<file path="src/design/gpx_pkg.sv">
// Purpose: Shared constants for the multi-port GPIO block with port 2 edge interrupts
// Assumes: One register space with two banks, selected by the CPU-side bank bit
// Notes: Control register offsets and pin mode codes are fixed here for every file
package gpx_pkg;

  // Bank select values
  localparam logic BANK_PAGE8 = 1'b0;
  localparam logic BANK_SET1B1 = 1'b1;

  // Page 8: data registers of the nine ports
  localparam logic [7:0] ADDR_DATA_FIRST = 8'h00;
  localparam logic [7:0] ADDR_DATA_LAST = 8'h08;

  // Page 8: control registers, one after another from this base
  localparam logic [7:0] ADDR_CTRL_BASE = 8'h30;
  localparam logic [7:0] CTRL_COUNT = 8'h0B;
  localparam logic [7:0] ADDR_P2_PUR = 8'h3B;

  // Set 1, bank 1
  localparam logic [7:0] ADDR_P1_PUR = 8'hE4;
  localparam logic [7:0] ADDR_P1_OD = 8'hE5;
  localparam logic [7:0] ADDR_P2_IEN_HI = 8'hE8;
  localparam logic [7:0] ADDR_P2_IEN_LO = 8'hE9;
  localparam logic [7:0] ADDR_P2_PEND = 8'hEA;
  localparam logic [7:0] ADDR_P3_PUR = 8'hEE;
  localparam logic [7:0] ADDR_P3_OD = 8'hEF;

  // Control register index within the control block
  localparam int CTRL_P0_LOW = 0;
  localparam int CTRL_P3_LOW = 6;
  localparam int CTRL_P3_MID = 7;
  localparam int CTRL_P3_HIGH = 8;
  localparam int CTRL_P4_LOW = 9;

  // Port numbers with special behaviour
  localparam int PORT_OD1 = 1;
  localparam int PORT_IRQ = 2;
  localparam int PORT_OD3 = 3;
  localparam int PORT_ANALOG = 4;

  // Pin mode codes for ports 0, 1, 3 and 4
  localparam logic [1:0] MODE_IN = 2'h0;
  localparam logic [1:0] MODE_IN_PU = 2'h1;
  localparam logic [1:0] MODE_OUT = 2'h2;
  localparam logic [1:0] MODE_ALT = 2'h3;

  // Pin mode codes for port 2
  localparam logic [1:0] P2_IN_FALL = 2'h0;
  localparam logic [1:0] P2_IN_RISE = 2'h1;
  localparam logic [1:0] P2_IN_BOTH = 2'h2;
  localparam logic [1:0] P2_OUT = 2'h3;

  // Reset values and masks
  localparam logic [7:0] CTRL_RST = 8'h00;
  localparam logic [7:0] DATA_RST = 8'h00;
  localparam logic [7:0] PEND_RST = 8'h00;
  localparam logic [7:0] P8_MASK = 8'h3F;
  localparam logic [7:0] IEN_MASK = 8'h0F;

endpackage

</file>
<file path="src/design/gpx_edge_det.sv">
// Purpose: Per-pin edge detector for the port 2 external interrupt inputs
// Assumes: Levels arrive already registered in the core clock domain
// Notes: Detection is held off for the first cycle after reset
`timescale 1ns/1ns
module gpx_edge_det (
  input wire logic core_clk,        // System clock
  input wire logic rst,             // Synchronous reset, active high
  input wire logic [7:0] level,     // Registered port 2 levels
  input wire logic [15:0] mode,     // Two mode bits per pin
  input wire logic [7:0] enable,    // Per-pin interrupt enable
  output logic [7:0] event_hit      // Enabled edge seen this cycle
);

  typedef struct packed {
    logic armed;
    logic [7:0] prev;
  } gpx_edge_state_t;

  gpx_edge_state_t s_q;
  gpx_edge_state_t s_d;

  // Arming avoids a false edge from the reset value of prev
  always_comb begin
    s_d = s_q;
    s_d.armed = 1'b1;
    s_d.prev = level;
    if (rst) begin
      s_d = '0;
    end
  end

  always_ff @(posedge core_clk) begin
    s_q <= s_d;
  end

  ////////////////////////////////////////////////////////////////////////////
  for (genvar g = 0; g < 8; g++) begin : g_pin
    logic rise;
    logic fall;
    logic [1:0] m;
    assign rise = level[g] & ~s_q.prev[g];
    assign fall = ~level[g] & s_q.prev[g];
    assign m = mode[2*g +: 2];
    assign event_hit[g] = s_q.armed & enable[g] &
      (((m == gpx_pkg::P2_IN_FALL) & fall) | ((m == gpx_pkg::P2_IN_RISE) & rise) |
       ((m == gpx_pkg::P2_IN_BOTH) & (rise | fall)));
  end

endmodule

</file>
<file path="src/design/gpx_gpio_top.sv">
// Purpose: Data latches for ports 0 to 8; direction and pull-up control for ports 0 to 4, open-drain for ports 1 and 3; port 2 interrupts
// Assumes: Pin inputs are synchronous to core_clk; CPU register strobes are single-cycle
// Notes: Ports 5 to 8 keep data latches only; their pin control lives elsewhere
`timescale 1ns/1ns

// How it works
// - Nine data registers at page 8 offsets 00H to 08H, read and write.
// - CPU reaches pins by plain reads and writes of the data registers.
// - Port 0 pins: input, input with pull-up, push-pull output, or LCD segment.
// - Two port 0 control bytes, high and low, cleared to input on reset.
// - Port 1 pins: inputs, push-pull or open-drain outputs, segments, peripherals.
// - Two port 1 control bytes select mode; reset makes all pins inputs.
// - Port 1 per-pin pull-up register at E4H, set 1 bank 1.
// - Port 1 per-pin open-drain select register at E5H, set 1 bank 1.
// - Port 2 pins: inputs, push-pull outputs, and external interrupt inputs 0 to 7.
// - Port 2 control clears to input; input picks falling, rising or both edges.
// - Port 2 enable high E8H, enable low E9H, pending EAH in set 1 bank 1.
// - Enabled selected edge sets its pending bit and pulls the request line low.
// - Pending bit stays set until software writes zero to it.
// - Pending register can be read at any time for polling.
// - Port 3 pins: inputs, push-pull or open-drain outputs, timer and pattern outputs.
// - Three port 3 control bytes for pins 5-7, 2-4 and 0-1, reset to input.
// - Port 3 pull-up register at EEH and open-drain select at EFH.
// - Port 4 pins: inputs, push-pull outputs, or analog converter inputs.
// - Port 8 has six pins, the other ports eight.
module gpx_gpio_top (
  input wire logic core_clk,               // System clock
  input wire logic rst,                    // Synchronous reset, active high
  input wire logic reg_bank1,              // 1 selects set 1 bank 1, 0 selects page 8
  input wire logic [7:0] reg_addr,         // Register offset
  input wire logic reg_wr,                 // Write strobe
  input wire logic reg_rd,                 // Read strobe
  input wire logic [7:0] reg_wdata,        // Write data
  output logic [7:0] reg_rdata,            // Read data, valid one cycle after reg_rd
  input wire logic [4:0][7:0] pin_in,      // Pin levels, ports 0 to 4
  input wire logic [4:0][7:0] alt_out,     // Segment and peripheral drive per pin
  output logic [4:0][7:0] pin_out,         // Pin output value
  output logic [4:0][7:0] pin_oe,          // Pin output enable, high drives
  output logic [4:0][7:0] pin_pullup,      // Pull-up enable per pin
  output logic [4:0][7:0] pin_level,       // Registered pin levels to peripherals
  output logic [7:0] analog_conv_sel,      // Port 4 pins handed to the converter
  output logic [2:0][7:0] port5_7_latch,   // Data latches of ports 5 to 7
  output logic [5:0] port8_latch,          // Data latch of port 8
  output logic irq_n                       // Interrupt request to CPU, active low
);

  typedef struct packed {
    logic [8:0][7:0] data;
    logic [10:0][7:0] ctrl;
    logic [7:0] pur1;
    logic [7:0] od1;
    logic [7:0] pur2;
    logic [7:0] pur3;
    logic [7:0] od3;
    logic [3:0] ien_hi;
    logic [3:0] ien_lo;
    logic [7:0] pend;
    logic [4:0][7:0] level;
    logic [4:0][7:0] pout;
    logic [4:0][7:0] poe;
    logic [4:0][7:0] ppu;
    logic [7:0] adc_sel;
    logic [7:0] rdata;
    logic irq_n;
  } gpx_state_t;

  gpx_state_t s_q;
  gpx_state_t s_d;
  logic [7:0] p2_event;
  logic [15:0] p2_mode;
  logic [7:0] p2_enable;

  ////////////////////////////////////////////////////////////////////////////
  // Mode field of one pin; port 3 splits its pins 2/3/3 over three bytes
  function automatic logic [1:0] pin_mode(input logic [10:0][7:0] c, input int port,
                                          input int pin);
    logic [7:0] b;
    int f;
    int base;
    base = (port < 3) ? 2 * port : gpx_pkg::CTRL_P4_LOW;
    if (port == 3) begin
      if (pin < 2) begin
        b = c[gpx_pkg::CTRL_P3_LOW];
        f = pin;
      end else if (pin < 5) begin
        b = c[gpx_pkg::CTRL_P3_MID];
        f = pin - 2;
      end else begin
        b = c[gpx_pkg::CTRL_P3_HIGH];
        f = pin - 5;
      end
    end else begin
      b = (pin < 4) ? c[base] : c[base + 1];
      f = pin % 4;
    end
    return b[2*f +: 2];
  endfunction

  ////////////////////////////////////////////////////////////////////////////
  // Port 2 edge detection
  always_comb begin
    for (int i = 0; i < 8; i++) begin
      p2_mode[2*i +: 2] = pin_mode(s_q.ctrl, gpx_pkg::PORT_IRQ, i);
    end
    p2_enable = {s_q.ien_hi, s_q.ien_lo};
  end

  gpx_edge_det u_edge (
    .core_clk (core_clk),
    .rst (rst),
    .level (s_q.level[gpx_pkg::PORT_IRQ]),
    .mode (p2_mode),
    .enable (p2_enable),
    .event_hit (p2_event)
  );

  ////////////////////////////////////////////////////////////////////////////
  // Next state
  always_comb begin
    logic [1:0] m;
    logic drv;
    logic val;
    logic pu;
    logic od;
    logic page8_wr;
    logic bank1_wr;
    logic [7:0] rd_val;
    logic [7:0] clr_mask;
    logic [7:0] ci;
    m = gpx_pkg::MODE_IN;
    drv = 1'b0;
    val = 1'b0;
    pu = 1'b0;
    od = 1'b0;
    rd_val = 8'h00;
    clr_mask = 8'h00;
    ci = reg_addr - gpx_pkg::ADDR_CTRL_BASE;
    page8_wr = reg_wr & (reg_bank1 == gpx_pkg::BANK_PAGE8);
    bank1_wr = reg_wr & (reg_bank1 == gpx_pkg::BANK_SET1B1);
    s_d = s_q;
    s_d.level = pin_in;

    // Register writes
    if (page8_wr && reg_addr <= gpx_pkg::ADDR_DATA_LAST) begin
      s_d.data[reg_addr[3:0]] = reg_wdata;
      if (reg_addr == gpx_pkg::ADDR_DATA_LAST) begin
        s_d.data[8] = reg_wdata & gpx_pkg::P8_MASK;
      end
    end
    if (page8_wr && reg_addr >= gpx_pkg::ADDR_CTRL_BASE && ci < gpx_pkg::CTRL_COUNT) begin
      s_d.ctrl[ci[3:0]] = reg_wdata;
    end
    if (page8_wr && reg_addr == gpx_pkg::ADDR_P2_PUR) begin
      s_d.pur2 = reg_wdata;
    end
    if (bank1_wr) begin
      unique case (reg_addr)
        gpx_pkg::ADDR_P1_PUR: s_d.pur1 = reg_wdata;
        gpx_pkg::ADDR_P1_OD: s_d.od1 = reg_wdata;
        gpx_pkg::ADDR_P2_IEN_HI: s_d.ien_hi = reg_wdata[3:0];
        gpx_pkg::ADDR_P2_IEN_LO: s_d.ien_lo = reg_wdata[3:0];
        gpx_pkg::ADDR_P2_PEND: clr_mask = ~reg_wdata;
        gpx_pkg::ADDR_P3_PUR: s_d.pur3 = reg_wdata;
        gpx_pkg::ADDR_P3_OD: s_d.od3 = reg_wdata;
        default: ;
      endcase
    end

    // A new edge in the clearing cycle keeps its pending bit
    s_d.pend = (s_q.pend & ~clr_mask) | p2_event;
    s_d.irq_n = ~|s_d.pend;

    // Pin drivers for ports 0 to 4
    for (int p = 0; p < 5; p++) begin
      for (int i = 0; i < 8; i++) begin
        m = pin_mode(s_q.ctrl, p, i);
        val = s_q.data[p][i];
        if (p == gpx_pkg::PORT_IRQ) begin
          drv = (m == gpx_pkg::P2_OUT);
          pu = s_q.pur2[i] & ~drv;
          od = 1'b0;
        end else begin
          // Port 4 alternative is analog: the pin must stay undriven
          drv = (m == gpx_pkg::MODE_OUT) |
                ((m == gpx_pkg::MODE_ALT) & (p != gpx_pkg::PORT_ANALOG));
          if (m == gpx_pkg::MODE_ALT) begin
            val = alt_out[p][i];
          end
          pu = ~drv & ((m == gpx_pkg::MODE_IN_PU) |
               ((p == gpx_pkg::PORT_OD1) & s_q.pur1[i]) |
               ((p == gpx_pkg::PORT_OD3) & s_q.pur3[i]));
          od = ((p == gpx_pkg::PORT_OD1) & s_q.od1[i]) |
               ((p == gpx_pkg::PORT_OD3) & s_q.od3[i]);
        end
        if (drv && od) begin
          s_d.pout[p][i] = 1'b0;
          s_d.poe[p][i] = ~val;
        end else begin
          s_d.pout[p][i] = val;
          s_d.poe[p][i] = drv;
        end
        s_d.ppu[p][i] = pu;
        if (p == gpx_pkg::PORT_ANALOG) begin
          s_d.adc_sel[i] = (m == gpx_pkg::MODE_ALT);
        end
      end
    end

    // Read mux; input pins show their sampled level
    if (reg_bank1 == gpx_pkg::BANK_PAGE8) begin
      if (reg_addr <= gpx_pkg::ADDR_DATA_LAST) begin
        rd_val = s_q.data[reg_addr[3:0]];
        if (reg_addr < 8'h05) begin
          rd_val = (s_q.level[reg_addr[2:0]] & ~s_q.poe[reg_addr[2:0]]) |
                   (s_q.data[reg_addr[2:0]] & s_q.poe[reg_addr[2:0]]);
        end
      end else if (reg_addr >= gpx_pkg::ADDR_CTRL_BASE && ci < gpx_pkg::CTRL_COUNT) begin
        rd_val = s_q.ctrl[ci[3:0]];
      end else if (reg_addr == gpx_pkg::ADDR_P2_PUR) begin
        rd_val = s_q.pur2;
      end
    end else begin
      unique case (reg_addr)
        gpx_pkg::ADDR_P1_PUR: rd_val = s_q.pur1;
        gpx_pkg::ADDR_P1_OD: rd_val = s_q.od1;
        gpx_pkg::ADDR_P2_IEN_HI: rd_val = {4'h0, s_q.ien_hi};
        gpx_pkg::ADDR_P2_IEN_LO: rd_val = {4'h0, s_q.ien_lo};
        gpx_pkg::ADDR_P2_PEND: rd_val = s_q.pend;
        gpx_pkg::ADDR_P3_PUR: rd_val = s_q.pur3;
        gpx_pkg::ADDR_P3_OD: rd_val = s_q.od3;
        default: rd_val = 8'h00;
      endcase
    end
    if (reg_rd) begin
      s_d.rdata = rd_val;
    end

    if (rst) begin
      s_d = '0;
      s_d.ctrl = {11{gpx_pkg::CTRL_RST}};
      s_d.data = {9{gpx_pkg::DATA_RST}};
      s_d.pend = gpx_pkg::PEND_RST;
      s_d.irq_n = 1'b1;
    end
  end

  always_ff @(posedge core_clk) begin
    s_q <= s_d;
  end

  ////////////////////////////////////////////////////////////////////////////
  assign reg_rdata = s_q.rdata;
  assign pin_out = s_q.pout;
  assign pin_oe = s_q.poe;
  assign pin_pullup = s_q.ppu;
  assign pin_level = s_q.level;
  assign analog_conv_sel = s_q.adc_sel;
  assign port5_7_latch = s_q.data[7:5];
  assign port8_latch = s_q.data[8][5:0];
  assign irq_n = s_q.irq_n;

  logic pend_wr;
  assign pend_wr = reg_wr & reg_bank1 & (reg_addr == gpx_pkg::ADDR_P2_PEND);
endmodule

</file>
<file path="config.mk">
export PLATFORM = sky130hd
export DESIGN_NAME = gpx_gpio_top
export DESIGN_NICKNAME = d
export VERILOG_FILES = /design/src/design/gpx_pkg.sv /design/src/design/gpx_edge_det.sv /design/src/design/gpx_gpio_top.sv
export SDC_FILE = /design/constraint.sdc
export NUM_CORES = 1
export LEC_CHECK = 0
export ABC_AREA = 0
export BUFFER_PORTS_ARGS = -buffer_cell sky130_fd_sc_hd__clkbuf_2
export CORE_UTILIZATION = 30
export DETAILED_ROUTE_END_ITERATION = 6
export GPL_ROUTABILITY_DRIVEN = 1
export GPL_TIMING_DRIVEN = 0
export REMOVE_ABC_BUFFERS = 1
export SYNTH_ARGS = -nofsm -noshare
export SYNTH_HDL_FRONTEND = slang
export SYNTH_HIERARCHICAL = 1
export SYNTH_SLANG_ARGS = --single-unit
</file>
<file path="constraint.sdc">
create_clock -name core_clk -period 2.65 [get_ports core_clk]
set_input_delay 0.265 -clock core_clk [delete_from_list [all_inputs] [get_ports core_clk]]
set_output_delay 0.265 -clock core_clk [all_outputs]
set_load 0.01 [all_outputs]
</file>
Yosys cells after proc, flatten, opt, wreduce, memory -nomap -nowiden
Index checks and enable logic that the tools add are counted.
{"block": "totals", "reg_bits": 402, "latch_bits": 0, "ram_bits": 0, "romBits": 0, "out_inout_bits": 207, "n_memories": 0}
{"block": "classes", "add_sub_neg": 1, "multipliers": 0, "n_div": 0, "magnitude_cmp": 10, "eq_ne": 129, "n_shift": 0, "n_mux": 74, "bitwise_logic": 243, "n_reduce_logical": 55}
{"op": "equality test 2 bit (second input constant)", "n": 80}
{"op": "two-way mux 8 bit", "n": 15}
{"op": "bitwise AND 1 bit", "n": 98}
{"op": "bitwise mux 88 bit", "n": 1}
{"op": "equality test 2 x 1 -> 1 bit (second input constant)", "n": 40}
{"op": "inverter 1 bit", "n": 73}
{"op": "binary-select mux 8 bit (select 3 bit)", "n": 3}
{"op": "bitwise mux 72 bit", "n": 1}
{"op": "binary-select mux 8 bit (select 4 bit)", "n": 2}
{"op": "demux 8 bit (select 4 bit)", "n": 2}
{"op": "bitwise OR 1 bit", "n": 64}
{"op": "equality test 8 bit (second input constant)", "n": 7}
{"op": "one-hot mux 8 bit (7 select lines)", "n": 1}
{"op": "two-way mux 1 bit", "n": 48}
{"op": "OR reduction 2 bit", "n": 16}
{"op": "bitwise AND 8 bit", "n": 3}
{"op": "inverter 8 bit", "n": 3}
{"op": "logical AND 1 bit", "n": 23}
{"op": "zero test 2 bit", "n": 8}
{"op": "bitwise OR 8 bit", "n": 2}
{"op": "AND reduction 2 bit", "n": 6}
{"op": "< comparator 4 x 5 -> 1 bit (second input constant)", "n": 2}
{"op": "two-way mux 9 bit", "n": 1}
{"op": "equality test 8 x 4 -> 1 bit (second input constant)", "n": 1}
{"op": "other kinds (11)", "n": 12}

Depth between registers and ports, before layout
Gate-level depths: netlist of the first run.
{"block": "logic_depth", "depth_word": 9, "mapped_depth": 11, "ltp_nobuf": 9}

Modules after synthesis
Netlist of the first run, hierarchy kept.
{"mod": "gpx_gpio_top", "n_inst": 1, "cells_each": 1939, "area_each_um2": 17865.9}
{"mod": "gpx_edge_det", "n_inst": 1, "cells_each": 82, "area_each_um2": 705.7}

Worst setup path after synthesis of the first run
OpenSTA, ideal clock, no wires.
{"block": "synth_path", "path_type": "in2reg", "from": "in reg_addr[0]", "to": "reg s_q, in the netlist reg_rdata[2]", "t_arrival_ps": 1843, "slack_ps": 689, "path_stages": 8, "path_cell_list": "buf_6 buf_12 buf_6 buf_6 mux4_1 a221oi_1 a21oi_1 o2bb2ai_1"}
{"block": "synth_between", "elab_chain_len": 8, "elab_cells_between_ends": 34}
{"item": "start, declared", "line_no": "gpx_gpio_top.sv:30", "source": "input wire logic [7:0] reg_addr,"}
{"item": "parallel branches: the longest is 7 deep, another holds subtractor 8 x 6 -> 8 bit"}
{"item": "two-way mux 8 bit *", "line_no": "gpx_gpio_top.sv:210", "source": "if (reg_bank1 == gpx_pkg::BANK_PAGE8) begin"}
{"item": "end signal, assigned", "line_no": "gpx_gpio_top.sv:248", "source": "s_q <= s_d;"}
{"item": "end, declared", "line_no": "gpx_gpio_top.sv:67", "source": "gpx_state_t s_q;"}
Every way passes the cells marked *. The select of a mux whose other input is x is not followed.
A chain may end at the register's enable or synchronous reset.

Worst setup path in the final report of the first run
{"block": "layout_path", "from": "in reg_addr[2]", "to": "reg s_q[333] in the netlist's numbering"}
{"block": "layout_between", "elab_chain_len": 5, "elab_cells_between_ends": 8}
{"item": "< comparator 4 x 5 -> 1 bit (not written as such) / >= comparator 4 x 1 -> 1 bit (equally long branches)", "line_no": "gpx_gpio_top.sv:145", "source": "s_d.data[reg_addr[3:0]] = reg_wdata;"}
{"item": "logical AND 1 bit (not written as such)", "line_no": "gpx_gpio_top.sv:145"}
{"item": "two-way mux 8 bit (not written as such)", "line_no": "gpx_gpio_top.sv:145"}
{"item": "demux 8 bit (select 4 bit)", "line_no": "gpx_gpio_top.sv:145"}
{"item": "bitwise mux 72 bit", "line_no": "gpx_gpio_top.sv:145"}
Several ways; a longest one is shown, not always the timed one.

==> results of run 1 <==
-- layer usage --
metal,up-vias,wire (um),track usage [%]
met1,7462,27800,26.6
li1,7036,-,-
met2,671,31800,34.2
met5,-,32,0
met4,4,1820,5.82
met3,108,5450,4.43
-- how the worst max path moves through the flow --
stage | startpoint | endpoint
6_report | reg_addr[2] | s_q[333]$_SDFFE_PP0P_
5_1_grt | reg_addr[0] | irq_n$_SDFF_PP1_
4_1_cts | reg_addr[2] | s_q[236]$_SDFFE_PP0P_
2_1_floorplan | reg_addr[7] | p2_mode[10]$_SDFFE_PP0P_
3_5_place_dp | reg_addr[2] | s_q[333]$_SDFFE_PP0P_
3_3_place_gp | reg_addr[0] | p2_mode[14]$_SDFFE_PP0P_
-- power by group through the flow --
stage               Combinational (uW)  Clock [uW]  Sequential [uW]
floorplan                          197           0             6260
global placement                   688           0             6260
detailed placement                 704           0             6260
CTS                                795        6770             6130
global route                       856        7020             6130
finish                             807        6610             6130
-- critical path, cell delays in order --
cell and delay [ns]:
clkbuf_2 0.45, inv_1 0.49, nand2_2 0.42, nor2_4 0.50
nand2_1 0.44, nand2_1 0.20, a21oi_1 0.08
-- sequential cells by signal, summed over array words and instances, names as in the netlist, 9 cells and up --
name and cells:
port5_7_latch 24, s_q 162, pin_oe 40, pin_level 40, pin_pullup 40, pin_out 40
u_edge/s_q 9, p2_mode 16
-- layout make-up --
type                    instances  area [um^2]  share of cell area, %
clock inverters                20          213                  0.991
well taps                     782          978                   4.56
repair buffers                382         2470                   11.5
inverters                      25         93.8                  0.437
multi-input cells            1259         8300                   38.7
clock buffers                  67         1350                   6.30
diodes                          2         5.00                 0.0233
flip-flops and latches        402         8050                   37.5
-- cell usage after synthesis (3+ instances only) --
master       n
nor2_1     154
buf_4      221
mux4_1       4
ha_1        16
o2111a_1     5
a22oi_1      9
nand4_1      8
mux2_1       5
and3b_1     19
a31oi_1      5
mux2_2      18
nor3_4       4
nor3b_1     27
clkbuf_1    74
nor2_2       5
mux4_2      40
buf_6        7
o21a_1       4
mux2i_1    120
clkbuf_2     3
a221oi_1     4
nor3_1      24
nor2b_1     67
buf_1        9
nand4b_1    16
buf_2       22
a32oi_1      3
o2bb2ai_1    6
and3_1       5
dfxtp_1    402
nand2b_1    20
o22ai_1      4
a311oi_1     3
inv_1       24
o221ai_1     4
o32ai_1      7
or3_1        4
o21ai_0     53
o211ai_1     3
nand2_1    225
o311a_1      3
a21oi_1    186
nand3_1    138
-- cell families (layout without fill, tap and decap cells) --
logic type      count (synthesis)  count (layout)  share of synthesized area (%)
fa+ha+maj                      16              16                           1.08
mux                           187             187                           13.3
simple gates                  734             737                           19.8
other cells                     0               2                              0
flops                         402             402                           43.3
compound gates                318             318                           10.1
xor+xnor                        1               1                         0.0472
buf+inv                       363             494                           12.4
-- stage by stage --
step	hold slack [ns]	power (uW)	cell area (um^2)	instances	setup WS [ns]
6_report	0.0777	13500	21500	2939	0.214
5_1_grt	0.0402	14000	21500	2937	0.0781
4_1_cts	0.0165	13700	21400	2935	0.00786
3_5_place_dp	0.455	6970	19100	2771	-1.12
3_3_place_gp	0.444	6950	18800	2764	-5.07
2_1_floorplan	0.322	6460	16400	1683	-0.657
-- what timing repair did --
action	in CTS	in global routing
hold buffers	76	0
pin swaps	1	2
cloned	1	2
hold endpoints to repair	89	0
resized for setup	3	8
endpoints found under the setup margin	49	112
==> flow_summary_export.csv, run 1 <==
group,metric,value,unit
synthesis,ys_async_sr_fraction,0,%
sta,worst_pin_slew,1.11,ns
sta,finalCritPeriodShare,91.9,%
finish,drive_gt1_share,22.0,%
synthesis,synth_seq_cells,402,
global_route,grt_max_degree,152,
synthesis,yosys-top-cells-area,"dfxtp_1 (43%), buf_4 (8.9%), mux2i_1 (6.5%)",
sta,setup_tns,0,ns
sta,clock_skew,0.0154,ns
power_and_ir_drop,power_frac_comb,6.0,%
synthesis,yosys_warnings,6,
synthesis,netlist.area_leader.share,43.3,%
worst_setup_path,r2r_setup_slack,0.51,ns
drt,vias_per_cell,5.20,
drt,drc,0,
floorplanning,dieArea,0.0629,mm^2
synthesis,netlist_area,0.0186,mm^2
placed_design,dp_hpwl,46600,um
worst_setup_path,rr_startpoint,"pin_level[19]$_SDFF_PP0_",
finish,fin_util,35.3,%
finish,area_growth,15.6,%
synthesis,ys.flop_type,"dfxtp_1",
clocking,cts_buffers,47,
clocking,clkSlewWorstSetupHoldPaths,0.06,ns
worst_setup_path,r2r_cells,8,
worst_setup_path,cp.required,3.09,ns
sta,min_period,2.44,ns
power_and_ir_drop,power_frac_seq,45.2,%
sta,max_slew_margin,25.9,%
synthesis,syn-instance-count,2021,
power_and_ir_drop,switchingPower,3300,uW
placed_design,gp_congestion,0.900,
finish,fill_cells,6172,
worst_setup_path,path_class,"in -> reg",
floorplanning,ioPinCount,308,
flow_run,max_cap_viol_count,0,
finish,mostFrequentLayoutCell,"dfxtp_1",
clocking,post_cts_buffers,0,
finish,final_cell_mix,"dfxtp_1 (402), clkbuf_2 (295), nand2_1 (224)",
drt,ant_nets,0,
drt,via_count,15300,
synthesis,synth_seq_area_share,43.3,%
min_path,min_path_type,"in -> reg",
synthesis,synth_top_area_cell,"dfxtp_1",
power_and_ir_drop,power_frac_clock,48.8,%
finish,final_nets,2234,
sta,report.final.slew_viol_count,0,
worst_setup_path,crit_fanout,34,
clocking,cts_buffer_depth,3,
global_route,track_usage,20.5,%
drt,dr.first_iter.drc_count,1459,
power_and_ir_drop,power_density,631,mW/mm^2
run_status,status,"finished clean",
worst_setup_path,worstPathArrival,2.88,ns
synthesis,ys_types,77,
clocking,cts_tree,"yes",
sta,finalHoldViolCount,0,
sta,max_freq,411,MHz
floorplanning,initial_utilization,30.5,%
global_route,overflow,0,
floorplanning,row_count,90,
power_and_ir_drop,p_leak,0.00833,uW
min_path,hold_path_depth,3,
power_and_ir_drop,ir_worst_vdd,0.000542,V
clocking,cts_sinks,402,
power_and_ir_drop,switching_share,24.4,%
clocking,clock_latency,0.59,ns
drt,wl_per_cell,22.7,um
synthesis,synth_edf_count,0,
worst_setup_path,worstReg2RegEnd,"irq_n$_SDFF_PP1_",
placed_design,port_buffers,299,
clocking,cts_max_level,2,
global_route,grt_pass1_wl,96300,um
min_path,hold_path.startpoint,"alt_out[26]",
drt,dr.pass1.iters,6,
sta,setup_viol,0,
worst_setup_path,crit_path_start_kind,"input port",
clocking,root_buffer,"clkbuf_16",
power_and_ir_drop,intPower,10200,uW
floorplanning,die_h,251,um
drt,totalWireLength,66800,um
sta,rsz0062_at_grt,"false",
global_route,grt_pass1_vias,14600,
global_route,antenna_found_initial,6,
min_path,min_to,"pin_out[26]$_SDFF_PP0_",
synthesis,syn_area_per_cell,9.19,um^2
worst_setup_path,cp-end-kind,"register",
floorplanning,core,0.0608,mm^2
floorplanning,fp.dieW,251,um
No activity file was read; power rests on OpenSTA's default activity.
==> run 2, diff against run 1 <==
- CORE_UTILIZATION: 30 -> 57
- GPL_TIMING_DRIVEN: 0 -> not set
- PLACE_DENSITY: not set -> 0.81
==> run 2 against run 1 <==
Effect of this change: die area shrank 47%; global-route usage grew 14 points; combinational power is essentially flat; via count grew 2.9%; clock skew grew 0.0043 ns; sequential power is essentially flat; critical path depth grew 1; design area shrank 2.3%; utilization grew 31 points; clock-buffer cell count shrank 6; sequential share of layout area grew 0.87 points; largest cell class unchanged.
==> flow_summary_export.csv, run 2 (same netlist as run 1, synthesis figures left out) <==
group,metric,value,unit
finish,regMostFlops,"s_q",
floorplanning,initial_utilization,58.4,%
floorplanning,row_count,65,
global_route,grt_pass1_vias,15000,
finish,largest_reg_flops,162,
drt,dr.first_iter.drc_count,1768,
clocking,clkSlewWorstSetupHoldPaths,0.06,ns
clocking,cts_max_level,2,
worst_setup_path,slowest_stage,"dfxtp_1",
clocking,clock_latency,0.54,ns
placed_design,gp_congestion,0.955,
floorplanning,fp.dieW,183,um
worst_setup_path,cp-end-kind,"register",
worst_setup_path,crit_fanout,4,
run_status,status,"finished clean",
placed_design,dp_hpwl,41000,um
finish,n_antenna_cell,0,
sta,worst_pin_slew,0.643,ns
floorplanning,dieArea,0.0333,mm^2
clocking,root_buffer,"clkbuf_16",
global_route,overflow,0,
sta,max_slew_margin,57.1,%
worst_setup_path,cpMostUsedCell,"inv_1",
worst_setup_path,cp.required,3.13,ns
worst_setup_path,worstPathArrival,2.62,ns
drt,vias_per_cell,6.01,
sta,min_period,2.14,ns
sta,finalCritPeriodShare,80.6,%
worst_setup_path,cpPeakStageDelay,0.45,ns
floorplanning,core,0.0318,mm^2
finish,final_cell_mix,"dfxtp_1 (402), clkbuf_2 (296), nand2_1 (225)",
worst_setup_path,crit_path_cell_trace,"inv_1 -> ha_1 -> mux2_1 -> o2111a_1 -> inv_1 -> nand4_1 -> nor4b_1 -> a41o_1",
global_route,grt_max_degree,131,
sta,rsz0062_at_grt,"false",
finish,seq_area,0.00805,mm^2
power_and_ir_drop,power_density,612,mW/mm^2
finish,fill_cells,2533,
power_and_ir_drop,p_leak,0.00843,uW
floorplanning,die_h,183,um
worst_setup_path,path_class,"reg -> reg",
drt,dr.pass1.iters,7,
worst_setup_path,crit_path_start_kind,"register",
sta,setup_tns,0,ns
finish,drive_gt1_share,23.8,%
clocking,cts_sinks,402,
clocking,cts_tree,"yes",
sta,report.final.slew_viol_count,0,
floorplanning,ioPinCount,308,
sta,max_freq,468,MHz
placed_design,port_buffers,299,
clocking,cts_buffer_depth,3,
drt,via_count,15700,
clocking,post_cts_buffers,0,
finish,multi_input_area,0.00824,mm^2
sta,setup_viol,0,
drt,ant_nets,0,
flow_run,max_cap_viol_count,0,
global_route,track_usage,34.5,%
clocking,cts_buffers,41,
worst_setup_path,crit_buf_inv,2,
sta,clock_skew,0.0196,ns
min_path,min_path_type,"in -> reg",
worst_setup_path,critPathTopFamily,"simple AND/OR/NAND/NOR gates",
sta,finalHoldViolCount,0,
finish,design_area,0.0210,mm^2
drt,totalWireLength,58400,um
drt,drc,0,
finish,mostFrequentLayoutCell,"dfxtp_1",
finish,final_nets,2271,
finish,area_growth,13.0,%
global_route,grt_pass1_wl,88000,um
placed_design,placed_area,0.0191,mm^2
global_route,antenna_found_initial,0,
drt,wl_per_cell,22.3,um
power_and_ir_drop,ir_worst_vdd,0.000463,V
-- run 2: changes by cell type in the layout (fill, tap and decap cells not counted), sizes merged --
| cell | previous run | this run |
|---|---|---|
| clkbuf | 365 | 357 |
| nor2 | 163 | 160 |
| dlygate4sd3 | 76 | 55 |
| inv | 28 | 26 |
| clkinvlp | 3 | 1 |
| diode | 2 | 0 |
| clkinv | 11 | 6 |
| buf | 8 | 77 |
-- run 2: final timing paths --
kind | from | end | slack (ns) | depth (start not counted)
min | alt_out[6] | pin_out[6]$_SDFF_PP0_ | 0.007 | 3
min reg2reg | s_q[303]$_SDFFE_PP0P_ | s_q[303]$_SDFFE_PP0P_ | 0.46 | 2
max | pin_level[19]$_SDFF_PP0_ | irq_n$_SDFF_PP1_ | 0.51 | 8
max reg2reg | pin_level[19]$_SDFF_PP0_ | irq_n$_SDFF_PP1_ | 0.51 | 8
-- run 2: cell type report --
type,instances,area share [%]
multi-input combinational,1256,39.3
sequential,402,38.4
timing repair buffer,428,12.8
clock buffer,61,5.88
tap,435,2.59
clock inverter,11,0.668
inverter,25,0.447
-- run 2: repair_timing --
item                                    in CTS  in global routing
gates resized for setup                      0                  0
endpoints found under the hold margin       55                  0
hold buffers                                55                  0
endpoints found under the setup margin       0                  0
-- run 2: where the power goes --
part           internal (uW)  switching [uW]  total (uW)
Combinational            300             506         806
Clock                   3510            2380        5900
Sequential              6090            38.3        6130
-- run 2: layer usage --
| layer | GRT usage [%] | routed length (um) | share of wire, % |
|---|---|---|---|
| met2 | 56.3 | 27000 | 46 |
| met3 | 6.63 | 5620 | 9.6 |
| met1 | 44.7 | 23200 | 40 |
| met5 | 0 | 0 | 0 |
| met4 | 14.7 | 2650 | 4.5 |
-- run 2: worst min-delay path: cells and delay by family --
kind / cells / cell delay (ns)
and+or+nand+nor: 1 / 0.07
buffers and inverters: 1 / 0.09
AOI/OAI and AO/OA: 1 / 0.06
-- run 2: through the flow --
step / worst slack, ns / hold slack [ns] / std cells / total power [uW] / utilization [%]
2_1_floorplan: -0.657 / 0.322 / 1683 / 6460 / -
3_3_place_gp: 0.141 / 0.441 / 2491 / 6960 / 59.9
3_5_place_dp: 0.161 / 0.455 / 2491 / 6970 / 59.9
4_1_cts: 0.543 / 0.00477 / 2618 / 12800 / 66.0
5_1_grt: 0.409 / 0.0113 / 2618 / 13200 / 66.0
6_report: 0.513 / 0.00713 / 2618 / 12800 / 66.0
==> run 3, diff against run 2 <==
- CORE_UTILIZATION: 57 -> 51
- PLACE_DENSITY: 0.81 -> 0.76
- clock period: 2.65 -> 1.8 ns (I/O delays scaled with it)
==> run 3 against run 2 <==
Effect of this change: the run now ends with design-rule violations, negative setup slack left; cell count increased by 7.8%; die area grew 12%; highest routed layer unchanged; clock skew is 0.0066 ns higher; clock power is 46% higher; non-clock buffer count up 176.
==> flow_summary_export.csv, run 3 (same netlist as run 1, synthesis figures left out) <==
group,metric,value,unit
drt,dr.pass1.iters,7,
sta,report.final.slew_viol_count,0,
worst_setup_path,path_class,"reg -> reg",
placed_design,port_buffers,299,
power_and_ir_drop,power_density,840,mW/mm^2
run_status,status,"finished with violations",
sta,rsz0062_at_grt,"true",
clocking,cts_buffers,42,
floorplanning,ioPinCount,308,
drt,wl_per_cell,22.9,um
global_route,grt_pass1_wl,95500,um
sta,hold_slack,0.141,ns
sta,finalHoldViolCount,0,
finish,drive_gt1_share,29.6,%
placed_design,gp_congestion,1.01,
drt,vias_per_cell,5.82,
global_route,antenna_found_initial,0,
floorplanning,initial_utilization,52.0,%
clocking,cts_sinks,402,
min_path,hold_path.startpoint,"reg_wdata[6]",
worst_setup_path,critPathTopFamily,"compound AO/OA/AOI/OAI gates",
clocking,clkSlewWorstSetupHoldPaths,0.06,ns
sta,setup_tns,-0.0634,ns
global_route,overflow,0,
sta,setup_viol,1,
flow_run,max_cap_viol_count,0,
finish,area_growth,22.0,%
min_path,min_to,"s_q[183]$_SDFF_PP0_",
worst_setup_path,crit_fanout,4,
global_route,grt_max_degree,103,
worst_setup_path,worstReg2RegEnd,"irq_n$_SDFF_PP1_",
global_route,grt_pass1_vias,15600,
finish,largest_reg_flops,162,
worst_setup_path,cpPeakStageDelay,0.40,ns
drt,drc,44,
clocking,cts_tree,"yes",
sta,clock_skew,0.0262,ns
floorplanning,dieArea,0.0372,mm^2
clocking,cts_buffer_depth,3,
sta,max_slew_margin,62.2,%
floorplanning,core,0.0357,mm^2
floorplanning,row_count,69,
finish,regMostFlops,"s_q",
global_route,track_usage,34.6,%
worst_setup_path,r2r_cells,8,
worst_setup_path,worstPathArrival,2.37,ns
sta,finalCritPeriodShare,104,%
worst_setup_path,r2r_setup_slack,-0.06,ns
worst_setup_path,cp-end-kind,"register",
finish,final_cell_mix,"dfxtp_1 (398), clkbuf_2 (296), nand2_1 (225)",
clocking,clock_latency,0.58,ns
sta,min_period,1.86,ns
power_and_ir_drop,ir_worst_vdd,0.000648,V
drt,via_count,16400,
drt,ant_nets,0,
sta,worst_pin_slew,0.566,ns
min_path,min_path_type,"in -> reg",
finish,final_nets,2448,
placed_design,dp_hpwl,47500,um
floorplanning,fp.dieW,193,um
clocking,root_buffer,"clkbuf_16",
worst_setup_path,crit_buf_inv,2,
sta,fin_ws,-0.0634,ns
floorplanning,die_h,193,um
clocking,cts_max_level,2,
worst_setup_path,slowest_stage,"dfxtp_4",
worst_setup_path,crit_path_start_kind,"register",
run_status,violations,"design-rule violations, negative setup slack",
finish,mostFrequentLayoutCell,"dfxtp_1",
worst_setup_path,cp.required,2.31,ns
finish,n_antenna_cell,0,
worst_setup_path,crit_path_cell_trace,"inv_4 -> ha_4 -> mux2_4 -> o2111a_1 -> inv_2 -> nand4_1 -> nor4b_4 -> a41o_1",
sta,max_freq,537,MHz
min_path,hold_path_depth,3,
drt,dr.first_iter.drc_count,1943,
worst_setup_path,rr_startpoint,"pin_level[19]$_SDFF_PP0_",
power_and_ir_drop,p_leak,0.00936,uW
drt,totalWireLength,64800,um
run 3: cell count changes in the layout (fill, tap and decap cells not counted), moves of 3 or more:
cell	previous run	this run
dlygate4sd3_1	55	78
a221oi_1	4	1
nor3_1	23	19
nor3_2	2	6
buf_12	5	17
buf_4	71	212
dfxtp_1	402	398
run 3: timing repair:
action / in CTS / in global routing
setup buffers: 0 / 1
resized for setup: 19 / 16
endpoints found under the hold margin: 103 / 0
setup endpoints to repair: 5 / 8
hold buffers: 78 / 0
pin swaps: 5 / 10
run 3: stage by stage:
stage / utilization (%) / power (uW) / setup WS, ns / cells / area (um^2)
4_1_cts: 63.2 / 19100 / -0.116 / 2822 / 22600
3_3_place_gp: 57.0 / 10400 / -0.579 / 2670 / 20400
2_1_floorplan: - / 9510 / -1.42 / 1683 / 16400
5_1_grt: 63.4 / 19500 / -0.121 / 2822 / 22700
6_report: 63.4 / 19000 / -0.0634 / 2822 / 22700
3_5_place_dp: 57.0 / 10400 / -0.579 / 2670 / 20400
run 3: area by class of cell:
type                            instances  area (um^2)
Inverter                               25         96.3
Multi-Input combinational cell       1256         8370
Fill cell                            2935        13100
Sequential cell                       402         8060
Clock buffer                           62         1220
Tap cell                              461          577
Timing Repair Buffer                  604         4210
Clock inverter                         12          134
run 3: worst max-delay path by stage:
stage	start	endpoint	slack (ns)	depth (start not counted)
2_1_floorplan	reg_addr[7]	p2_mode[10]$_SDFFE_PP0P_	-1.42	6
6_report	pin_level[19]$_SDFF_PP0_	irq_n$_SDFF_PP1_	-0.06	8
3_3_place_gp	reg_addr[1]	reg_rdata[0]$_SDFFE_PP0P_	-0.58	9
5_1_grt	pin_level[19]$_SDFF_PP0_	irq_n$_SDFF_PP1_	-0.12	8
3_5_place_dp	reg_addr[1]	reg_rdata[0]$_SDFFE_PP0P_	-0.58	9
4_1_cts	pin_level[19]$_SDFF_PP0_	irq_n$_SDFF_PP1_	-0.12	8
run 3: power breakdown:
group          leakage, uW  internal [uW]  switching [uW]  total, uW
combinational      0.00545            584             809       1390
sequential         0.00325           8960            59.7       9020
clock             0.000659           4970            3660       8630
total              0.00936          14500            4530      19000
run 3: metal layers:
metal  up-vias  track usage, %  wire, um
met5         -               0         0
met4         0            15.5      2720
met3       172            5.67      5650
met2       927            56.2     30200
met1      7894            45.2     26200
li1       7436               -         -
run 3: worst register-to-register path, delay by kind of cell, from the launching register on:
family | cells | cell delay [ns]
AOI/OAI and AO/OA | 2 | 0.44
adders and majority gates | 1 | 0.14
buffers and inverters | 2 | 0.12
DFF | 1 | 0.40
muxes | 1 | 0.27
and+or+nand+nor | 2 | 0.44
